===== config.mk =====
export PLATFORM = sky130hd
export DESIGN_NAME = pfr_top
export DESIGN_NICKNAME = d
export VERILOG_FILES = /design/src/pfr_pkg.sv /design/src/pfr_top.sv
export VERILOG_INCLUDE_DIRS = /design/src
export SDC_FILE = /design/constraint.sdc
export NUM_CORES = 1
export LEC_CHECK = 0
export ABC_AREA = 1
export BUFFER_PORTS_ARGS = -buffer_cell sky130_fd_sc_hd__buf_2
export CAP_MARGIN = 20
export CELL_PAD_IN_SITES_DETAIL_PLACEMENT = 1
export CELL_PAD_IN_SITES_GLOBAL_PLACEMENT = 1
export CORE_MARGIN = 4
export CORE_UTILIZATION = 49
export CTS_CLUSTER_DIAMETER = 30
export DETAILED_ROUTE_END_ITERATION = 10
export PLACE_DENSITY = 0.93
export SLEW_MARGIN = 10
export SYNTH_ARGS = -nofsm -noshare
export SYNTH_HDL_FRONTEND = slang
export SYNTH_SLANG_ARGS = --single-unit

===== constraint.sdc =====
create_clock -name clock -period 14.1 [get_ports clock]
set_clock_uncertainty 0.15 [all_clocks]
set_input_delay 2.115 -clock clock [delete_from_list [all_inputs] [get_ports clock]]
set_output_delay 2.115 -clock clock [all_outputs]
set_load 0.01 [all_outputs]

===== src/pfr_map.svh =====
// Constants of the power-fail and recovery sequencer.
// Assumes a 40 MHz clock; included by bare name.
`ifndef PFR_MAP_SVH
`define PFR_MAP_SVH

`define PFR_CLK_NS       25
`define PFR_HOLDUP_NS    2000000
`define PFR_HOLDUP_CYC   (`PFR_HOLDUP_NS / `PFR_CLK_NS)

`define PFR_STATUS_LW_INIT 32'h041F_0000
`define PFR_PRIO_LSB       16
`define PFR_PRIO_MSB       20
`define PFR_AST_INIT       3'h4
`define PFR_CON_TX_INIT    16'h0080
`define PFR_ACCEL_NONE     32'h0000_0000
`define PFR_ACCEL_FPA      32'h0000_8001
`define PFR_ICLK_RUN       0
`define PFR_ICLK_IE        6
`define PFR_HALT_PWRUP     8'h03
`define PFR_TOD_CLR        32'h0000_0000

`define PFR_PIN_PWR      0
`define PFR_PIN_LOCK     1
`define PFR_PIN_AUTO     2
`define PFR_PIN_BATT     3

`define PFR_A_STATUS     4'h0
`define PFR_A_STAT_LW    4'h1
`define PFR_A_PRIO       4'h2
`define PFR_A_AST        4'h3
`define PFR_A_SOFT_IRQ   4'h4
`define PFR_A_ICLK       4'h5
`define PFR_A_CON_RX     4'h6
`define PFR_A_CON_TX     4'h7
`define PFR_A_MAP_EN     4'h8
`define PFR_A_PERF_EN    4'h9
`define PFR_A_ACCEL      4'hA
`define PFR_A_TOD        4'hB
`define PFR_A_HALT       4'hC

`endif


===== src/pfr_pkg.sv =====
// Types of the power-fail and recovery sequencer.
// Assumes pfr_map.svh supplies the numeric constants.
package pfr_pkg;

    typedef enum logic [2:0] {
        MJ_OFF,
        MJ_HALTED,
        MJ_BOOTING,
        MJ_RESTARTING,
        MJ_RUNNING
    } pfr_major_t;

    typedef enum logic [3:0] {
        ST_OFF,
        ST_CON_INIT,
        ST_CPU_INIT,
        ST_SAMPLE,
        ST_HALTED,
        ST_BOOTING,
        ST_RESTARTING,
        ST_RUNNING,
        ST_HOLDUP,
        ST_PF_HALT
    } pfr_fsm_t;

    typedef struct packed {
        logic [3:0]  s1;
        logic [3:0]  s2;
        logic [3:0]  s3;
        logic [3:0]  pin;
        pfr_fsm_t    state;
        pfr_major_t  major;
        logic [23:0] timer;
        logic        lock_seen;
        logic        boot_ip;
        logic        rst_ip;
        logic        need_init;
        logic        mem_kept;
        logic        irq;
        logic        con_init_p;
        logic        cpu_init_p;
        logic        bus_init_p;
        logic        flush_p;
        logic [31:0] processor_status_longword;
        logic [2:0]  async_trap_level;
        logic [15:0] soft_irq_summary;
        logic [31:0] interval_clock_ctl;
        logic [15:0] console_rx_status;
        logic [15:0] console_tx_status;
        logic        memory_map_enable;
        logic        perf_monitor_enable;
        logic [31:0] accelerator_ctl_status;
        logic [31:0] time_of_day_reg;
        logic [7:0]  halt_code;
        logic [31:0] rdata;
    } pfr_state_t;

endpackage : pfr_pkg


===== src/pfr_top.sv =====
// Power-fail and recovery sequencer with processor register initialization.
// Assumes pins from outside the clock domain and same-clock one-cycle command pulses.
// Function
// - Raise power-fail interrupt when power fails
// - Halt, then power off after hold-up
// - Power-up: console init, cpu init, sample
// - Locked: restart first, boot if it fails
// - Unlocked: auto-restart switch alone decides
// - Halt before power loss is forgotten
// - Console init command initializes processor
// - Bus_recover_cmd command pulses system bus init
// - Power restore runs full power-up init; a restore during hold-up is ignored and it stays off
// - No run after error halt without init
// - Init sets status, level, trap, console values
// - Init clears interval clock bits 6, 0
// - Accelerator control zero or 8001 hex
// - Unlisted registers left unpredictable
// - Init leaves clock, halt code, flags
// - Init empties caches and buffers
// - Power-up clears flags, halt code 03
// - Memory kept only under battery backup
// - Time of day kept or zeroed
// - Transitions from state plus listed inputs
// - Attempt with flag already set fails
`include "pfr_map.svh"

module pfr_top #(
    parameter int HOLDUP_CYC = `PFR_HOLDUP_CYC,
    parameter bit FPA_PRESENT = 1'b0
) (
    input  wire logic               clock,
    input  wire logic               rst,
    input  wire logic               ce,
    input  wire logic               power_ok_pin,
    input  wire logic               lock_sw_pin,
    input  wire logic               autorestart_sw_pin,
    input  wire logic               battery_ok_pin,
    input  wire logic               powerfail_ack,
    input  wire logic               halt_instr,
    input  wire logic               error_halt,
    input  wire logic               console_init_cmd,
    input  wire logic               bus_recover_cmd,
    input  wire logic               console_continue,
    input  wire logic               attempt_ok,
    input  wire logic               attempt_fail,
    input  wire logic               os_boot_done,
    input  wire logic               os_restart_done,
    input  wire logic [3:0]         reg_addr,
    input  wire logic [31:0]        reg_wdata,
    input  wire logic               reg_wr,
    input  wire logic               reg_rd,
    output logic [31:0]             reg_rdata,
    output logic                    powerfail_irq,
    output pfr_pkg::pfr_major_t     major_state,
    output logic                    console_init_pulse,
    output logic                    cpu_init_pulse,
    output logic                    bus_init_pulse,
    output logic                    buffer_flush_pulse,
    output logic                    mem_preserved
);

    pfr_pkg::pfr_state_t q;
    pfr_pkg::pfr_state_t n;
    logic                pwr_fall;
    logic                pwr_rise;

    // Processor initialization; everything not named here is left as it stood
    function automatic pfr_pkg::pfr_state_t cpu_init(input pfr_pkg::pfr_state_t s);
        pfr_pkg::pfr_state_t r;
        r = s;
        r.processor_status_longword = `PFR_STATUS_LW_INIT;
        r.async_trap_level          = `PFR_AST_INIT;
        r.soft_irq_summary          = 16'h0000;
        r.console_rx_status         = 16'h0000;
        r.console_tx_status         = `PFR_CON_TX_INIT;
        r.memory_map_enable         = 1'b0;
        r.perf_monitor_enable       = 1'b0;
        r.interval_clock_ctl[`PFR_ICLK_IE]  = 1'b0;
        r.interval_clock_ctl[`PFR_ICLK_RUN] = 1'b0;
        r.accelerator_ctl_status = FPA_PRESENT ? `PFR_ACCEL_FPA : `PFR_ACCEL_NONE;
        r.flush_p    = 1'b1;
        r.cpu_init_p = 1'b1;
        r.need_init  = 1'b0;
        // time of day, halt code, flags untouched; others too
        return r;
    endfunction : cpu_init

    function automatic pfr_pkg::pfr_major_t major_of(input pfr_pkg::pfr_fsm_t s);
        unique case (s)
            pfr_pkg::ST_OFF:        return pfr_pkg::MJ_OFF;
            pfr_pkg::ST_BOOTING:    return pfr_pkg::MJ_BOOTING;
            pfr_pkg::ST_RESTARTING: return pfr_pkg::MJ_RESTARTING;
            pfr_pkg::ST_RUNNING,
            pfr_pkg::ST_HOLDUP:     return pfr_pkg::MJ_RUNNING;
            pfr_pkg::ST_CON_INIT,
            pfr_pkg::ST_CPU_INIT,
            pfr_pkg::ST_SAMPLE,
            pfr_pkg::ST_HALTED,
            pfr_pkg::ST_PF_HALT:    return pfr_pkg::MJ_HALTED;
        endcase
    endfunction : major_of

    always_comb begin
        n = q;
        n.con_init_p = 1'b0;
        n.cpu_init_p = 1'b0;
        n.bus_init_p = 1'b0;
        n.flush_p    = 1'b0;
        n.rdata      = 32'h0000_0000;

        // Three-stage pin filter: a change counts once stages two and three agree
        n.s1 = {battery_ok_pin, autorestart_sw_pin, lock_sw_pin, power_ok_pin};
        n.s2 = q.s1;
        n.s3 = q.s2;
        for (int i = 0; i < 4; i++) begin
            if (q.s2[i] == q.s3[i]) begin
                n.pin[i] = q.s3[i];
            end
        end
        pwr_fall = q.pin[`PFR_PIN_PWR] && !n.pin[`PFR_PIN_PWR];
        pwr_rise = !q.pin[`PFR_PIN_PWR] && n.pin[`PFR_PIN_PWR];

        // Flags cleared by the running system; a same-cycle set below wins
        if (os_boot_done) begin
            n.boot_ip = 1'b0;
        end
        if (os_restart_done) begin
            n.rst_ip = 1'b0;
        end
        if (powerfail_ack) begin
            n.irq = 1'b0;
        end

        // Register writes; hardware events later in this process take priority
        if (reg_wr) begin
            unique case (reg_addr)
                `PFR_A_STAT_LW:  n.processor_status_longword = reg_wdata;
                `PFR_A_PRIO:     n.processor_status_longword[`PFR_PRIO_MSB:`PFR_PRIO_LSB] =
                                     reg_wdata[4:0];
                `PFR_A_AST:      n.async_trap_level = reg_wdata[2:0];
                `PFR_A_SOFT_IRQ: n.soft_irq_summary = reg_wdata[15:0];
                `PFR_A_ICLK:     n.interval_clock_ctl = reg_wdata;
                `PFR_A_CON_RX:   n.console_rx_status = reg_wdata[15:0];
                `PFR_A_CON_TX:   n.console_tx_status = reg_wdata[15:0];
                `PFR_A_MAP_EN:   n.memory_map_enable = reg_wdata[0];
                `PFR_A_PERF_EN:  n.perf_monitor_enable = reg_wdata[0];
                `PFR_A_ACCEL:    n.accelerator_ctl_status = reg_wdata;
                `PFR_A_TOD:      n.time_of_day_reg = reg_wdata;
                `PFR_A_HALT:     n.halt_code = reg_wdata[7:0];
                default:         n.rdata = 32'h0000_0000;
            endcase
        end

        if (bus_recover_cmd && q.state != pfr_pkg::ST_OFF) begin
            n.bus_init_p = 1'b1;
        end
        if (console_init_cmd && q.state != pfr_pkg::ST_OFF) begin
            n = cpu_init(n);
        end

        unique case (q.state)
            pfr_pkg::ST_OFF: begin
                // only the interrupt is cleared; registers keep their old contents
                n.irq = 1'b0;
                if (pwr_rise) begin
                    n.state      = pfr_pkg::ST_CON_INIT;
                    n.con_init_p = 1'b1;
                end
            end
            pfr_pkg::ST_CON_INIT: begin
                n.state = pfr_pkg::ST_CPU_INIT;
            end
            pfr_pkg::ST_CPU_INIT: begin
                n = cpu_init(n);
                n.boot_ip   = 1'b0;
                n.rst_ip    = 1'b0;
                n.halt_code = `PFR_HALT_PWRUP;
                n.mem_kept  = q.pin[`PFR_PIN_BATT];
                // time of day kept or zeroed
                if (!q.pin[`PFR_PIN_BATT]) begin
                    n.time_of_day_reg = `PFR_TOD_CLR;
                end
                n.state = pfr_pkg::ST_SAMPLE;
            end
            pfr_pkg::ST_SAMPLE: begin
                n.lock_seen = q.pin[`PFR_PIN_LOCK];
                if (q.pin[`PFR_PIN_LOCK] || q.pin[`PFR_PIN_AUTO]) begin
                    n.state = pfr_pkg::ST_RESTARTING;
                    n.rst_ip = 1'b1;
                end else begin
                    n.state = pfr_pkg::ST_HALTED;
                end
            end
            pfr_pkg::ST_RESTARTING: begin
                if (attempt_ok) begin
                    n.state = pfr_pkg::ST_RUNNING;
                end else if (attempt_fail) begin
                    if (q.lock_seen && !q.boot_ip) begin
                        n.state   = pfr_pkg::ST_BOOTING;
                        n.boot_ip = 1'b1;
                    end else begin
                        n.state = pfr_pkg::ST_HALTED;
                    end
                end
            end
            pfr_pkg::ST_BOOTING: begin
                if (attempt_ok) begin
                    n.state = pfr_pkg::ST_RUNNING;
                end else if (attempt_fail) begin
                    n.state = pfr_pkg::ST_HALTED;
                end
            end
            pfr_pkg::ST_HALTED: begin
                // run needs init after error halt
                if (console_continue && !q.need_init && !console_init_cmd) begin
                    n.state = pfr_pkg::ST_RUNNING;
                end
            end
            pfr_pkg::ST_RUNNING: begin
                if (error_halt) begin
                    n.state     = pfr_pkg::ST_HALTED;
                    n.need_init = 1'b1;
                end else if (halt_instr) begin
                    n.state = pfr_pkg::ST_HALTED;
                end
            end
            pfr_pkg::ST_HOLDUP: begin
                if (q.timer == 24'(HOLDUP_CYC - 1)) begin
                    n.state = pfr_pkg::ST_PF_HALT;
                end else begin
                    n.timer = q.timer + 24'h00_0001;
                end
            end
            pfr_pkg::ST_PF_HALT: begin
                n.state = pfr_pkg::ST_OFF;
                n.irq   = 1'b0;
            end
        endcase

        // Power loss overrides any state except off and the shutdown tail itself
        if (pwr_fall && q.state != pfr_pkg::ST_OFF && q.state != pfr_pkg::ST_HOLDUP
            && q.state != pfr_pkg::ST_PF_HALT) begin
            n.irq   = 1'b1;
            n.state = pfr_pkg::ST_HOLDUP;
            n.timer = 24'h00_0000;
        end
        n.major = major_of(n.state);

        if (reg_rd) begin
            unique case (reg_addr)
                `PFR_A_STATUS: n.rdata = {16'h0000, 4'(q.state), 5'h00, q.mem_kept,
                                          q.need_init, q.lock_seen, q.irq,
                                          q.rst_ip, q.boot_ip, 1'b0};
                `PFR_A_STAT_LW:  n.rdata = q.processor_status_longword;
                `PFR_A_PRIO:     n.rdata = {27'h000_0000,
                    q.processor_status_longword[`PFR_PRIO_MSB:`PFR_PRIO_LSB]};
                `PFR_A_AST:      n.rdata = {29'h0000_0000, q.async_trap_level};
                `PFR_A_SOFT_IRQ: n.rdata = {16'h0000, q.soft_irq_summary};
                `PFR_A_ICLK:     n.rdata = q.interval_clock_ctl;
                `PFR_A_CON_RX:   n.rdata = {16'h0000, q.console_rx_status};
                `PFR_A_CON_TX:   n.rdata = {16'h0000, q.console_tx_status};
                `PFR_A_MAP_EN:   n.rdata = {31'h0000_0000, q.memory_map_enable};
                `PFR_A_PERF_EN:  n.rdata = {31'h0000_0000, q.perf_monitor_enable};
                `PFR_A_ACCEL:    n.rdata = q.accelerator_ctl_status;
                `PFR_A_TOD:      n.rdata = q.time_of_day_reg;
                `PFR_A_HALT:   n.rdata = {24'h00_0000, q.halt_code};
                default:       n.rdata = 32'h0000_0000;
            endcase
        end
    end

    always_ff @(posedge clock or posedge rst) begin
        if (rst) begin
            q       <= '0;
            q.state <= pfr_pkg::ST_OFF;
            q.major <= pfr_pkg::MJ_OFF;
        end else if (ce) begin
            q <= n;
        end
    end

    assign reg_rdata          = q.rdata;
    assign powerfail_irq      = q.irq;
    assign major_state        = q.major;
    assign console_init_pulse = q.con_init_p;
    assign cpu_init_pulse     = q.cpu_init_p;
    assign bus_init_pulse     = q.bus_init_p;
    assign buffer_flush_pulse = q.flush_p;
    assign mem_preserved      = q.mem_kept;
endmodule : pfr_top


==> flow_summary_export.csv, run 1 <==
group,metric,value,unit
outcome,status,"completed",
finish,fin_area,16200,um^2
setup_path,worst_path_largest_cell_delay,0.80,ns
place,dp_cells,1983,
die,die_y,174,um
route,via_per_inst,6.54,
synthesis,yosysTopAreaCell,"dfrtp_1",
clock_network,ctsResizeCount,0,
place,placed_area,13900,um^2
clock_network,clk_latency,0.64,ns
sta,drv_slew,0,
synthesis,yosysUniqueCellTypes,41,
die,die_width,174,um
sta,max_freq,212,MHz
sta,min_period,4.73,ns
die,pin_count,96,
place,gp_congestion,0.879,
clock_network,cts_buffers,61,
finish,multi_input_area,5120,um^2
finish,area_growth_syn_to_layout,20.6,%
synthesis,synth_seq_cells,277,
synthesis,yosysMostFrequentCell,"nand2_1",
global_routing,grt_pass1_wl,89700,um
clock_network,clkTransAtPathRegs,0.05,ns
finish,final_nets,1764,
finish,seqCellArea,6930,um^2
power,ir_worst_vdd,0.126,mV
finish,drive_above_1_share,16.1,%
clock_network,cts_tree,"done",
synthesis,synth-adder-area-share,0.0929,%
die,core,27000,um^2
route,ant_nets,0,
place,portBuffers,95,
finish,insertedDiodeCount,0,
setup_path,crit_chain,"buf_2 -> nand2_1 -> inv_2 -> a21oi_4 -> inv_2 -> nand2_1 -> o21ai_2",
setup_path,cp.arrival,5.05,ns
synthesis,syn-cell-area,13500,um^2
sta,tightest_slew,1.01,ns
synthesis,synth_top_area_share,51.5,%
power,p_per_area,231,nW/um^2
setup_path,end_kind,"flop",
sta,setup_viol,0,
global_routing,grt_max_degree,116,
clock_network,clockBufferDepth,3,
clock_network,cts_sinks,277,
place,dp_hpwl,28800,um
sta,relSlewSlack,32.3,%
setup_path,cp_data_required_time,14.42,ns
sta,fin_tns_setup,0,ns
flow_run,maxCapViolCount,0,
sta,hold_violations,0,
synthesis,ys_seq_area_share,51.5,%
die,die-area,30200,um^2
route,via_count,13700,
clock_network,cts_hold_buf,0,
global_routing,grt_pass1_vias,15100,
synthesis,avgSynthCellArea,8.21,um^2
route,drcViolationCount,0,
die,num_rows,60,
die,start_util,49.8,%
setup_path,worstSetupPathType,"primary input to flop",
synthesis,synth_ff_type,"dfrtp_1",
synthesis,synthTopCellsByArea,"dfrtp_1, nand2_1, o21ai_0, inv_1, nor2_1",
worst_hold_path,hp-class,"flop to flop",
sta,rsz0062_at_grt,"no",
route,wl_per_cell,27.6,um
route,dr.first_iter.drc_count,1817,
synthesis,yosys_warnings,0,
route,first_pass_iters,6,
setup_path,critPathMaxFanout,39,
global_routing,grt-ovfl-total,0,
synthesis,synth_mux_area_share,1.17,%
synthesis,syn_nets,1696,
synthesis,async_reset_ff_share,100,%
synthesis,synth_cells,1640,
route,drt-total-wl,58000,um
clock_network,root_buffer,"clkbuf_16",
global_routing,grt_usage,37.6,%
setup_path,critPathLaunchType,"primary input",
clock_network,post-cts-setup-buffers,0,
sta,timing.final.crit_share,33.5,%
finish,fin_cells,2101,
synthesis,synth_top_family_by_area,"simple AND/OR/NAND/NOR gates",
synthesis,synth-compound-area-share,15.6,%
setup_path,cp_slowest_cell,"inv_2",
synthesis,synth-edff-count,0,
clock_network,cts-htree-levels,2,
synthesis,synth-xor-area-share,1.24,%
power,leakagePower,7.94,nW
synthesis,netlist_top_cells_count,"nand2_1, dfrtp_1, inv_1",
finish,fin_util,60.1,%
global_routing,antenna_found_initial,0,
finish,nFillCells,3138,
synthesis,synth-simple-area-share,19.7,%
-- metal layers --
metal | part of all wire [%] | global-route usage (%) | vias up
li1 | - | - | 5449
met1 | 37 | 45.5 | 6836
met3 | 8.7 | 7.81 | 367
met4 | 7.5 | 24.2 | 0
met2 | 47 | 61.4 | 1085
met5 | 0 | 0 | -
-- report_power, final --
group | internal (W) | total [W] | switching (W)
registers | 0.00107 | 0.00128 | 0.000210
clock network | 0.00106 | 0.00158 | 0.000528
logic | 0.000249 | 0.000886 | 0.000637
total | 0.00237 | 0.00375 | 0.00137
-- sequential cells by signal (all words and copies together), names as in the netlist --
signal and flops:
q 237, reg_rdata 32, major_state 3, bus_init_pulse 1, console_init_pulse 1, cpu_init_pulse 1
mem_preserved 1, powerfail_irq 1
-- path summary, 6_finish.rpt --
| check | start | slack [ns] | end | cells after the start |
|---|---|---|---|---|
| worst max-delay path | ce | 9.37 | q[210]$_DFFE_PP0P_ | 7 |
| worst min-delay path | reg_rdata[10]$_DFFE_PP0P_ | 0.33 | reg_rdata[10]$_DFFE_PP0P_ | 2 |
| worst max register to register | q[260]$_DFFE_PP0P_ | 10.77 | q[210]$_DFFE_PP0P_ | 10 |
| worst min register to register | reg_rdata[10]$_DFFE_PP0P_ | 0.33 | reg_rdata[10]$_DFFE_PP0P_ | 2 |
| max in group asynchronous | rst | 10.13 | q[108]$_DFFE_PP0P_ | 6 |
| min in group asynchronous | rst | 1.56 | q[147]$_DFFE_PP0P_ | 2 |
-- cells in the final DEF (no fill, tap or decap), types with 13 or more instances in the layout --
cell type and n:
nor3_1 18, nand4_1 13, nor2_1 117, o21ai_1 13, nand3_1 60, mux2_2 14, a221oi_1 23, xor2_1 18
nand2_1 395, o22ai_1 65, buf_2 95, dfrtp_1 277, clkbuf_16 61, a21oi_1 49, buf_4 16, inv_1 210
nor2_2 14, o21ai_0 172
-- cell families (layout without fill, tap and decap cells) --
group / after synthesis / count (layout)
xor gates and xnor gates: 19 / 19
adders and majority gates: 1 / 1
muxes: 14 / 14
buffers and inverters: 329 / 449
and+or+nand+nor: 638 / 638
AOI/OAI and AO/OA: 362 / 362
DFF: 277 / 277
-- stage by stage --
stage          hold WS (ns)  total power (W)  setup slack (ns)
6_report              0.331          0.00375              9.37
5_1_grt               0.364          0.00387              9.33
4_1_cts               0.334          0.00369              9.35
3_5_place_dp          0.318          0.00199              8.94
3_3_place_gp          0.308          0.00191              8.98
2_1_floorplan         0.292          0.00175              4.20
-- worst max-delay path, delay by kind of cell --
| family | cells | cell delay, ns |
|---|---|---|
| AO/OA/AOI/OAI | 2 | 0.34 |
| buffers and inverters | 3 | 1.78 |
| AND/OR/NAND/NOR | 2 | 0.77 |
-- cell type report --
cell class                      instances  area share [%]
Clock buffer                           81            10.5
Clock inverter                         34            3.38
Inverter                              220            5.15
Multi-Input combinational cell       1034            31.5
Sequential cell                       277            42.7
Tap cell                              341            2.63
Timing Repair Buffer                  114            4.10
Note: power is estimated with default switching activity, not from simulation.
==> run 2: changes to the inputs <==
Settings changed: ABC_AREA 1 to 0, CORE_UTILIZATION 49 to 47, PLACE_DENSITY 0.93 to 0.87.
Clock period 14.1 ns to 4.85 ns, I/O delays scaled along.
==> run 2 against run 1 <==
Against the previous run:
- sequential share of layout area grew 1.9 points
- count of clock-buffer cells in the layout shrank 12
- global-route usage shrank 7.5 points
- non-clock buffer count grew 12
- highest routed layer is now met5
- cell area shrank 4.4%
- die area shrank 0.49%
- wire length shrank 20%
- critical path depth shrank 1
- critical path type is now flop to flop
- flip-flop and latch count is the same
==> flow_summary_export.csv, run 2 <==
group,metric,value,unit
setup_path,critPathLaunchType,"flop",
die,die_y,173,um
place,dp_hpwl,25800,um
setup_path,cp.buffers_inverters,1,
sta,max_freq,277,MHz
synthesis,synth_ff_type,"dfrtp_1",
route,met1_length,17300,um
die,die_width,173,um
setup_path,cp_top_family,"simple AND/OR/NAND/NOR gates",
global_routing,antenna_found_initial,5,
clock_network,cts_sinks,277,
route,wl_met3,3760,um
setup_path,cp_slowest_cell,"dfrtp_1",
synthesis,synthTopCellsByArea,"dfrtp_1, nand2_1, o21ai_0, mux2_2, a22oi_1",
place,portBuffers,95,
setup_path,worstSetupPathType,"flop to flop",
setup_path,worst_r2r_path_depth,6,
synthesis,ys_seq_area_share,53.9,%
finish,top_register,"q",
synthesis,yosysUniqueCellTypes,69,
sta,whs,0.0289,ns
route,via_per_inst,6.51,
die,die-area,30000,um^2
finish,layout_commonest_cell,"dfrtp_1",
global_routing,grt_usage,30.1,%
finish,final_nets,1401,
die,core,27000,um^2
synthesis,avgSynthCellArea,10.0,um^2
setup_path,reg2reg_slack,1.24,ns
outcome,status,"completed",
setup_path,cp.arrival,3.91,ns
finish,drive_above_1_share,23.0,%
synthesis,synth_top_area_share,53.9,%
clock_network,clkTransAtPathRegs,0.05,ns
route,wl_met2,23000,um
setup_path,r2r_start,"q[261]$_DFFE_PP0P_",
global_routing,grt_pass1_wl,72700,um
flow_run,maxCapViolCount,0,
synthesis,yosysTopAreaCell,"dfrtp_1",
worst_hold_path,hp-class,"primary input to async pin",
finish,area_growth_syn_to_layout,20.9,%
synthesis,synth_cells,1280,
die,pin_count,96,
finish,nFillCells,2889,
synthesis,yosys_warnings,0,
setup_path,cp.depth,6,
route,highest_layer,"met5",
route,first_pass_iters,5,
die,num_rows,60,
sta,min_period,3.61,ns
setup_path,end_kind,"flop",
clock_network,cts_hold_buf,0,
setup_path,crit_path_start,"q[261]$_DFFE_PP0P_",
finish,largest_reg_flops,237,
route,dr.first_iter.drc_count,1101,
setup_path,critPathMaxFanout,24,
clock_network,root_buffer,"clkbuf_16",
synthesis,syn-cell-area,12800,um^2
synthesis,async_reset_ff_share,100,%
route,drt-total-wl,46200,um
clock_network,ctsResizeCount,0,
route,via_count,11300,
finish,fin_util,57.6,%
sta,relSlewSlack,28.6,%
sta,timing.final.crit_share,74.5,%
place,gp_congestion,0.901,
synthesis,synth-edff-count,0,
global_routing,grt_pass1_vias,12600,
sta,drv_slew,0,
finish,most-common-layout-cells,"dfrtp_1, nand2_1, o21ai_0, buf_2, clkbuf_16",
clock_network,clk_latency,0.60,ns
die,start_util,47.7,%
setup_path,critPathCapture,"q[125]$_DFFE_PP0P_",
synthesis,syn_nets,1336,
power,ir_worst_vdd,0.346,mV
route,ant_nets,0,
power,leakagePower,6.92,nW
sta,tightest_slew,1.07,ns
route,wl_per_cell,26.6,um
sta,hold_violations,0,
clock_network,cts_tree,"done",
synthesis,yosysMostFrequentCell,"dfrtp_1",
setup_path,crit_chain,"or3_1 -> a21o_1 -> nor2_2 -> buf_4 -> nand2_1 -> o21ai_0",
synthesis,netlist_top_cells_count,"dfrtp_1, nand2_1, o21ai_0",
setup_path,reg2reg_to,"q[125]$_DFFE_PP0P_",
clock_network,clockBufferDepth,3,
sta,setup_viol,0,
setup_path,worst_path_largest_cell_delay,0.72,ns
clock_network,cts_buffers,57,
setup_path,cp_data_required_time,5.14,ns
power,p_per_area,632,nW/um^2
sta,fin_tns_setup,0,ns
synthesis,synth_seq_cells,277,
global_routing,grt_max_degree,134,
clock_network,post-cts-setup-buffers,0,
global_routing,grt-ovfl-total,0,
route,drcViolationCount,0,
sta,rsz0062_at_grt,"no",
clock_network,cts-htree-levels,2,
==> run 2: power by group <==
group / total [W] / switching [W] / internal, W
clock: 0.00411 / 0.00142 / 0.00269
sequential: 0.00363 / 0.000613 / 0.00301
combinational: 0.00208 / 0.00137 / 0.000711
total: 0.00981 / 0.00340 / 0.00641
==> run 2: metal layers <==
layer  track usage [%]  vias to the layer above
met3              6.13                      185
met5                 0                        -
met4              14.8                        4
met2              51.9                      639
li1                  -                     4725
met1              36.0                     5763
==> run 2: worst reg2reg max path, stage by stage, from the launching register on <==
cell     delay (ns)
dfrtp_1        0.72
or3_1          0.55
a21o_1         0.35
nor2_2         0.64
buf_4          0.43
nand2_1        0.19
o21ai_0        0.43
==> run 2: kinds of logic (layout without fill, tap and decap cells) <==
| kind of cell | Yosys count | count (layout) | share of synthesized area, % |
|---|---|---|---|
| compound gates | 380 | 380 | 19.7 |
| xor+xnor | 10 | 10 | 0.682 |
| fa+ha+maj | 1 | 1 | 0.0974 |
| buf+inv | 135 | 249 | 5.29 |
| flops | 277 | 277 | 53.9 |
| mux | 62 | 62 | 5.31 |
| other cells | 0 | 3 | 0 |
| simple gates | 415 | 415 | 15.0 |
==> run 2: cell type report <==
class                   instances  area, um^2  area share, %
repair buffers                126         746           4.80
well taps                     341         427           2.75
diodes                          3        7.51         0.0483
flip-flops and latches        277        6930           44.6
clock inverters                39         494           3.18
clock buffers                  69        1560           10.1
inverters                      15        60.1          0.387
multi-input cells             868        5300           34.1
==> run 2: worst min path at each step <==
| stage | endpoint | from | depth (start not counted) | slack [ns] |
|---|---|---|---|---|
| final | q[39]$_DFFE_PP0P_ | rst | 2 | 0.03 |
| after global routing | q[79]$_DFFE_PP0P_ | rst | 2 | 0.05 |
| after CTS | q[79]$_DFFE_PP0P_ | rst | 2 | 0.02 |
| after detailed placement | reg_rdata[11]$_DFFE_PP0P_ | reg_rdata[11]$_DFFE_PP0P_ | 1 | 0.32 |
| after global placement | q[218]$_DFFE_PP0P_ | q[218]$_DFFE_PP0P_ | 2 | 0.31 |
| after floorplan | q[198]$_DFFE_PP0P_ | q[198]$_DFFE_PP0P_ | 2 | 0.30 |
==> run 2: metrics by stage <==
stage	total power, W	cells	area [um^2]	worst slack [ns]
floorplan	0.00481	1280	12900	0.307
global placement	0.00527	1624	13400	1.56
detailed placement	0.00546	1624	13400	1.54
CTS	0.00976	1732	15500	1.32
global route	0.0102	1738	15500	1.16
finish	0.00981	1738	15500	1.24
==> run 3: changes to the inputs <==
Clock period 4.85 ns to 3.5 ns, I/O delays scaled along.
==> run 3 against run 2 <==
Against the previous run:
- the run now ends with hold timing left
- wire length fell by 1.2%
- flip-flop and latch count did not move
- sequential share of layout area rose by 0.11 points
- first-iteration DRC count did not move
- non-clock buffer count rose by 11
- sequential power rose by 38%
- via count fell by 0.76%
- largest cell class unchanged
==> flow_summary_export.csv, run 3 (synthesis results as in run 2) <==
group,metric,value,unit
route,via_count,11200,
finish,fin_cells,1746,
setup_path,cp_slowest_cell,"dfrtp_1",
finish,most-common-layout-cells,"dfrtp_1, nand2_1, o21ai_0, buf_2, clkbuf_16",
setup_path,cp_data_required_time,3.80,ns
sta,setup_ws,0.380,ns
finish,drive_above_1_share,23.2,%
sta,max_freq,320,MHz
route,drt-total-wl,45600,um
clock_network,clockBufferDepth,3,
finish,final_nets,1412,
outcome,violations,"hold timing",
die,die_y,173,um
setup_path,worstSetupPathType,"flop to flop",
finish,nFillCells,2871,
place,placed_area,13500,um^2
sta,relSlewSlack,35.9,%
place,gp_congestion,0.902,
setup_path,worst_path_largest_cell_delay,0.61,ns
setup_path,end_kind,"flop",
power,leakagePower,6.92,nW
outcome,status,"finished with violations",
power,p_per_area,860,nW/um^2
global_routing,antenna_found_initial,2,
sta,setup_viol,0,
finish,top_register,"q",
power,ir_worst_vdd,0.530,mV
place,dp_hpwl,26400,um
die,start_util,47.7,%
sta,whs,-0.00619,ns
sta,rsz0062_at_grt,"no",
place,dp_cells,1638,
route,wl_per_cell,26.1,um
finish,area_growth_syn_to_layout,20.6,%
global_routing,grt_max_degree,75,
sta,timing.final.crit_share,89.2,%
finish,layout_commonest_cell,"dfrtp_1",
sta,tightest_slew,0.955,ns
global_routing,grt_pass1_vias,12500,
die,num_rows,60,
setup_path,crit_chain,"or3_1 -> a21oi_2 -> o21ai_1 -> a21oi_1 -> mux2_2",
sta,min_period,3.12,ns
route,dr.first_iter.drc_count,1101,
clock_network,cts_hold_buf,0,
finish,fin_util,57.5,%
die,pin_count,96,
setup_path,critPathMaxFanout,18,
clock_network,clk_latency,0.58,ns
route,ant_nets,0,
finish,fin_area,15500,um^2
worst_hold_path,hp-class,"primary input to async pin",
clock_network,cts_tree,"done",
die,core,27000,um^2
clock_network,clkTransAtPathRegs,0.05,ns
clock_network,root_buffer,"clkbuf_16",
clock_network,cts-htree-levels,2,
global_routing,grt-ovfl-total,0,
setup_path,critPathLaunchType,"flop",
sta,hold_violations,2,
global_routing,grt_pass1_wl,72100,um
die,die-area,30000,um^2
sta,drv_slew,0,
route,drcViolationCount,0,
clock_network,cts_sinks,277,
route,first_pass_iters,6,
global_routing,grt_usage,30.0,%
place,preCtsSetupSlack,0.540,ns
die,die_width,173,um
clock_network,ctsResizeCount,0,
clock_network,cts_buffers,57,
route,via_per_inst,6.43,
place,portBuffers,95,
finish,largest_reg_flops,237,
setup_path,cp.arrival,3.42,ns
flow_run,maxCapViolCount,0,
clock_network,post-cts-setup-buffers,0,
run 3: worst max-delay path, delay by kind of cell, from the launching register on:
kind,cells,cell delay (ns)
mux,1,0.41
flops,1,0.61
compound gates,3,1.31
simple gates,1,0.50
run 3: routing by layer:
layer	global-route usage, %	part of all wire [%]
met1	36.5	39
met2	50.7	49
met3	6.22	6.9
met4	15.4	5.1
met5	0	0.035
run 3: final timing paths:
check                           slack [ns]                     start                        end  depth (start not counted)
worst max-delay path                  0.38        q[258]$_DFFE_PP0P_         q[208]$_DFFE_PP0P_                          5
worst min-delay path                -0.006                       rst         q[106]$_DFFE_PP0P_                          2
worst max register to register        0.38        q[258]$_DFFE_PP0P_         q[208]$_DFFE_PP0P_                          5
worst min register to register        0.32  reg_rdata[0]$_DFFE_PP0P_   reg_rdata[0]$_DFFE_PP0P_                          1
max in group asynchronous             2.28                       rst  reg_rdata[14]$_DFFE_PP0P_                          3
min in group clock                    0.05               lock_sw_pin         q[275]$_DFFE_PP0P_                          2
run 3: power by group:
group          leakage [nW]  switching (W)  total [W]  internal [W]
Combinational          2.32        0.00187    0.00287       0.00100
Sequential             3.67       0.000822    0.00500       0.00418
Clock                 0.934        0.00193    0.00545       0.00352
Total                  6.92        0.00462     0.0133       0.00870
run 3: layout make-up:
class | instances | area, um^2 | share of cell area (%)
Clock buffer | 65 | 1490 | 9.59
Multi-Input combinational cell | 868 | 5290 | 34.1
Tap cell | 341 | 427 | 2.75
Inverter | 15 | 60.1 | 0.388
Timing Repair Buffer | 137 | 841 | 5.43
Clock inverter | 41 | 453 | 2.92
Sequential cell | 277 | 6930 | 44.7
Antenna cell | 2 | 5.00 | 0.0323
run 3: through the flow:
stage	power, W	TNS [ns]
after global placement	0.00741	0
after floorplan	0.00667	-232.78
after CTS	0.0133	0
after global routing	0.0139	0
final	0.0133	0
after detailed placement	0.00766	0
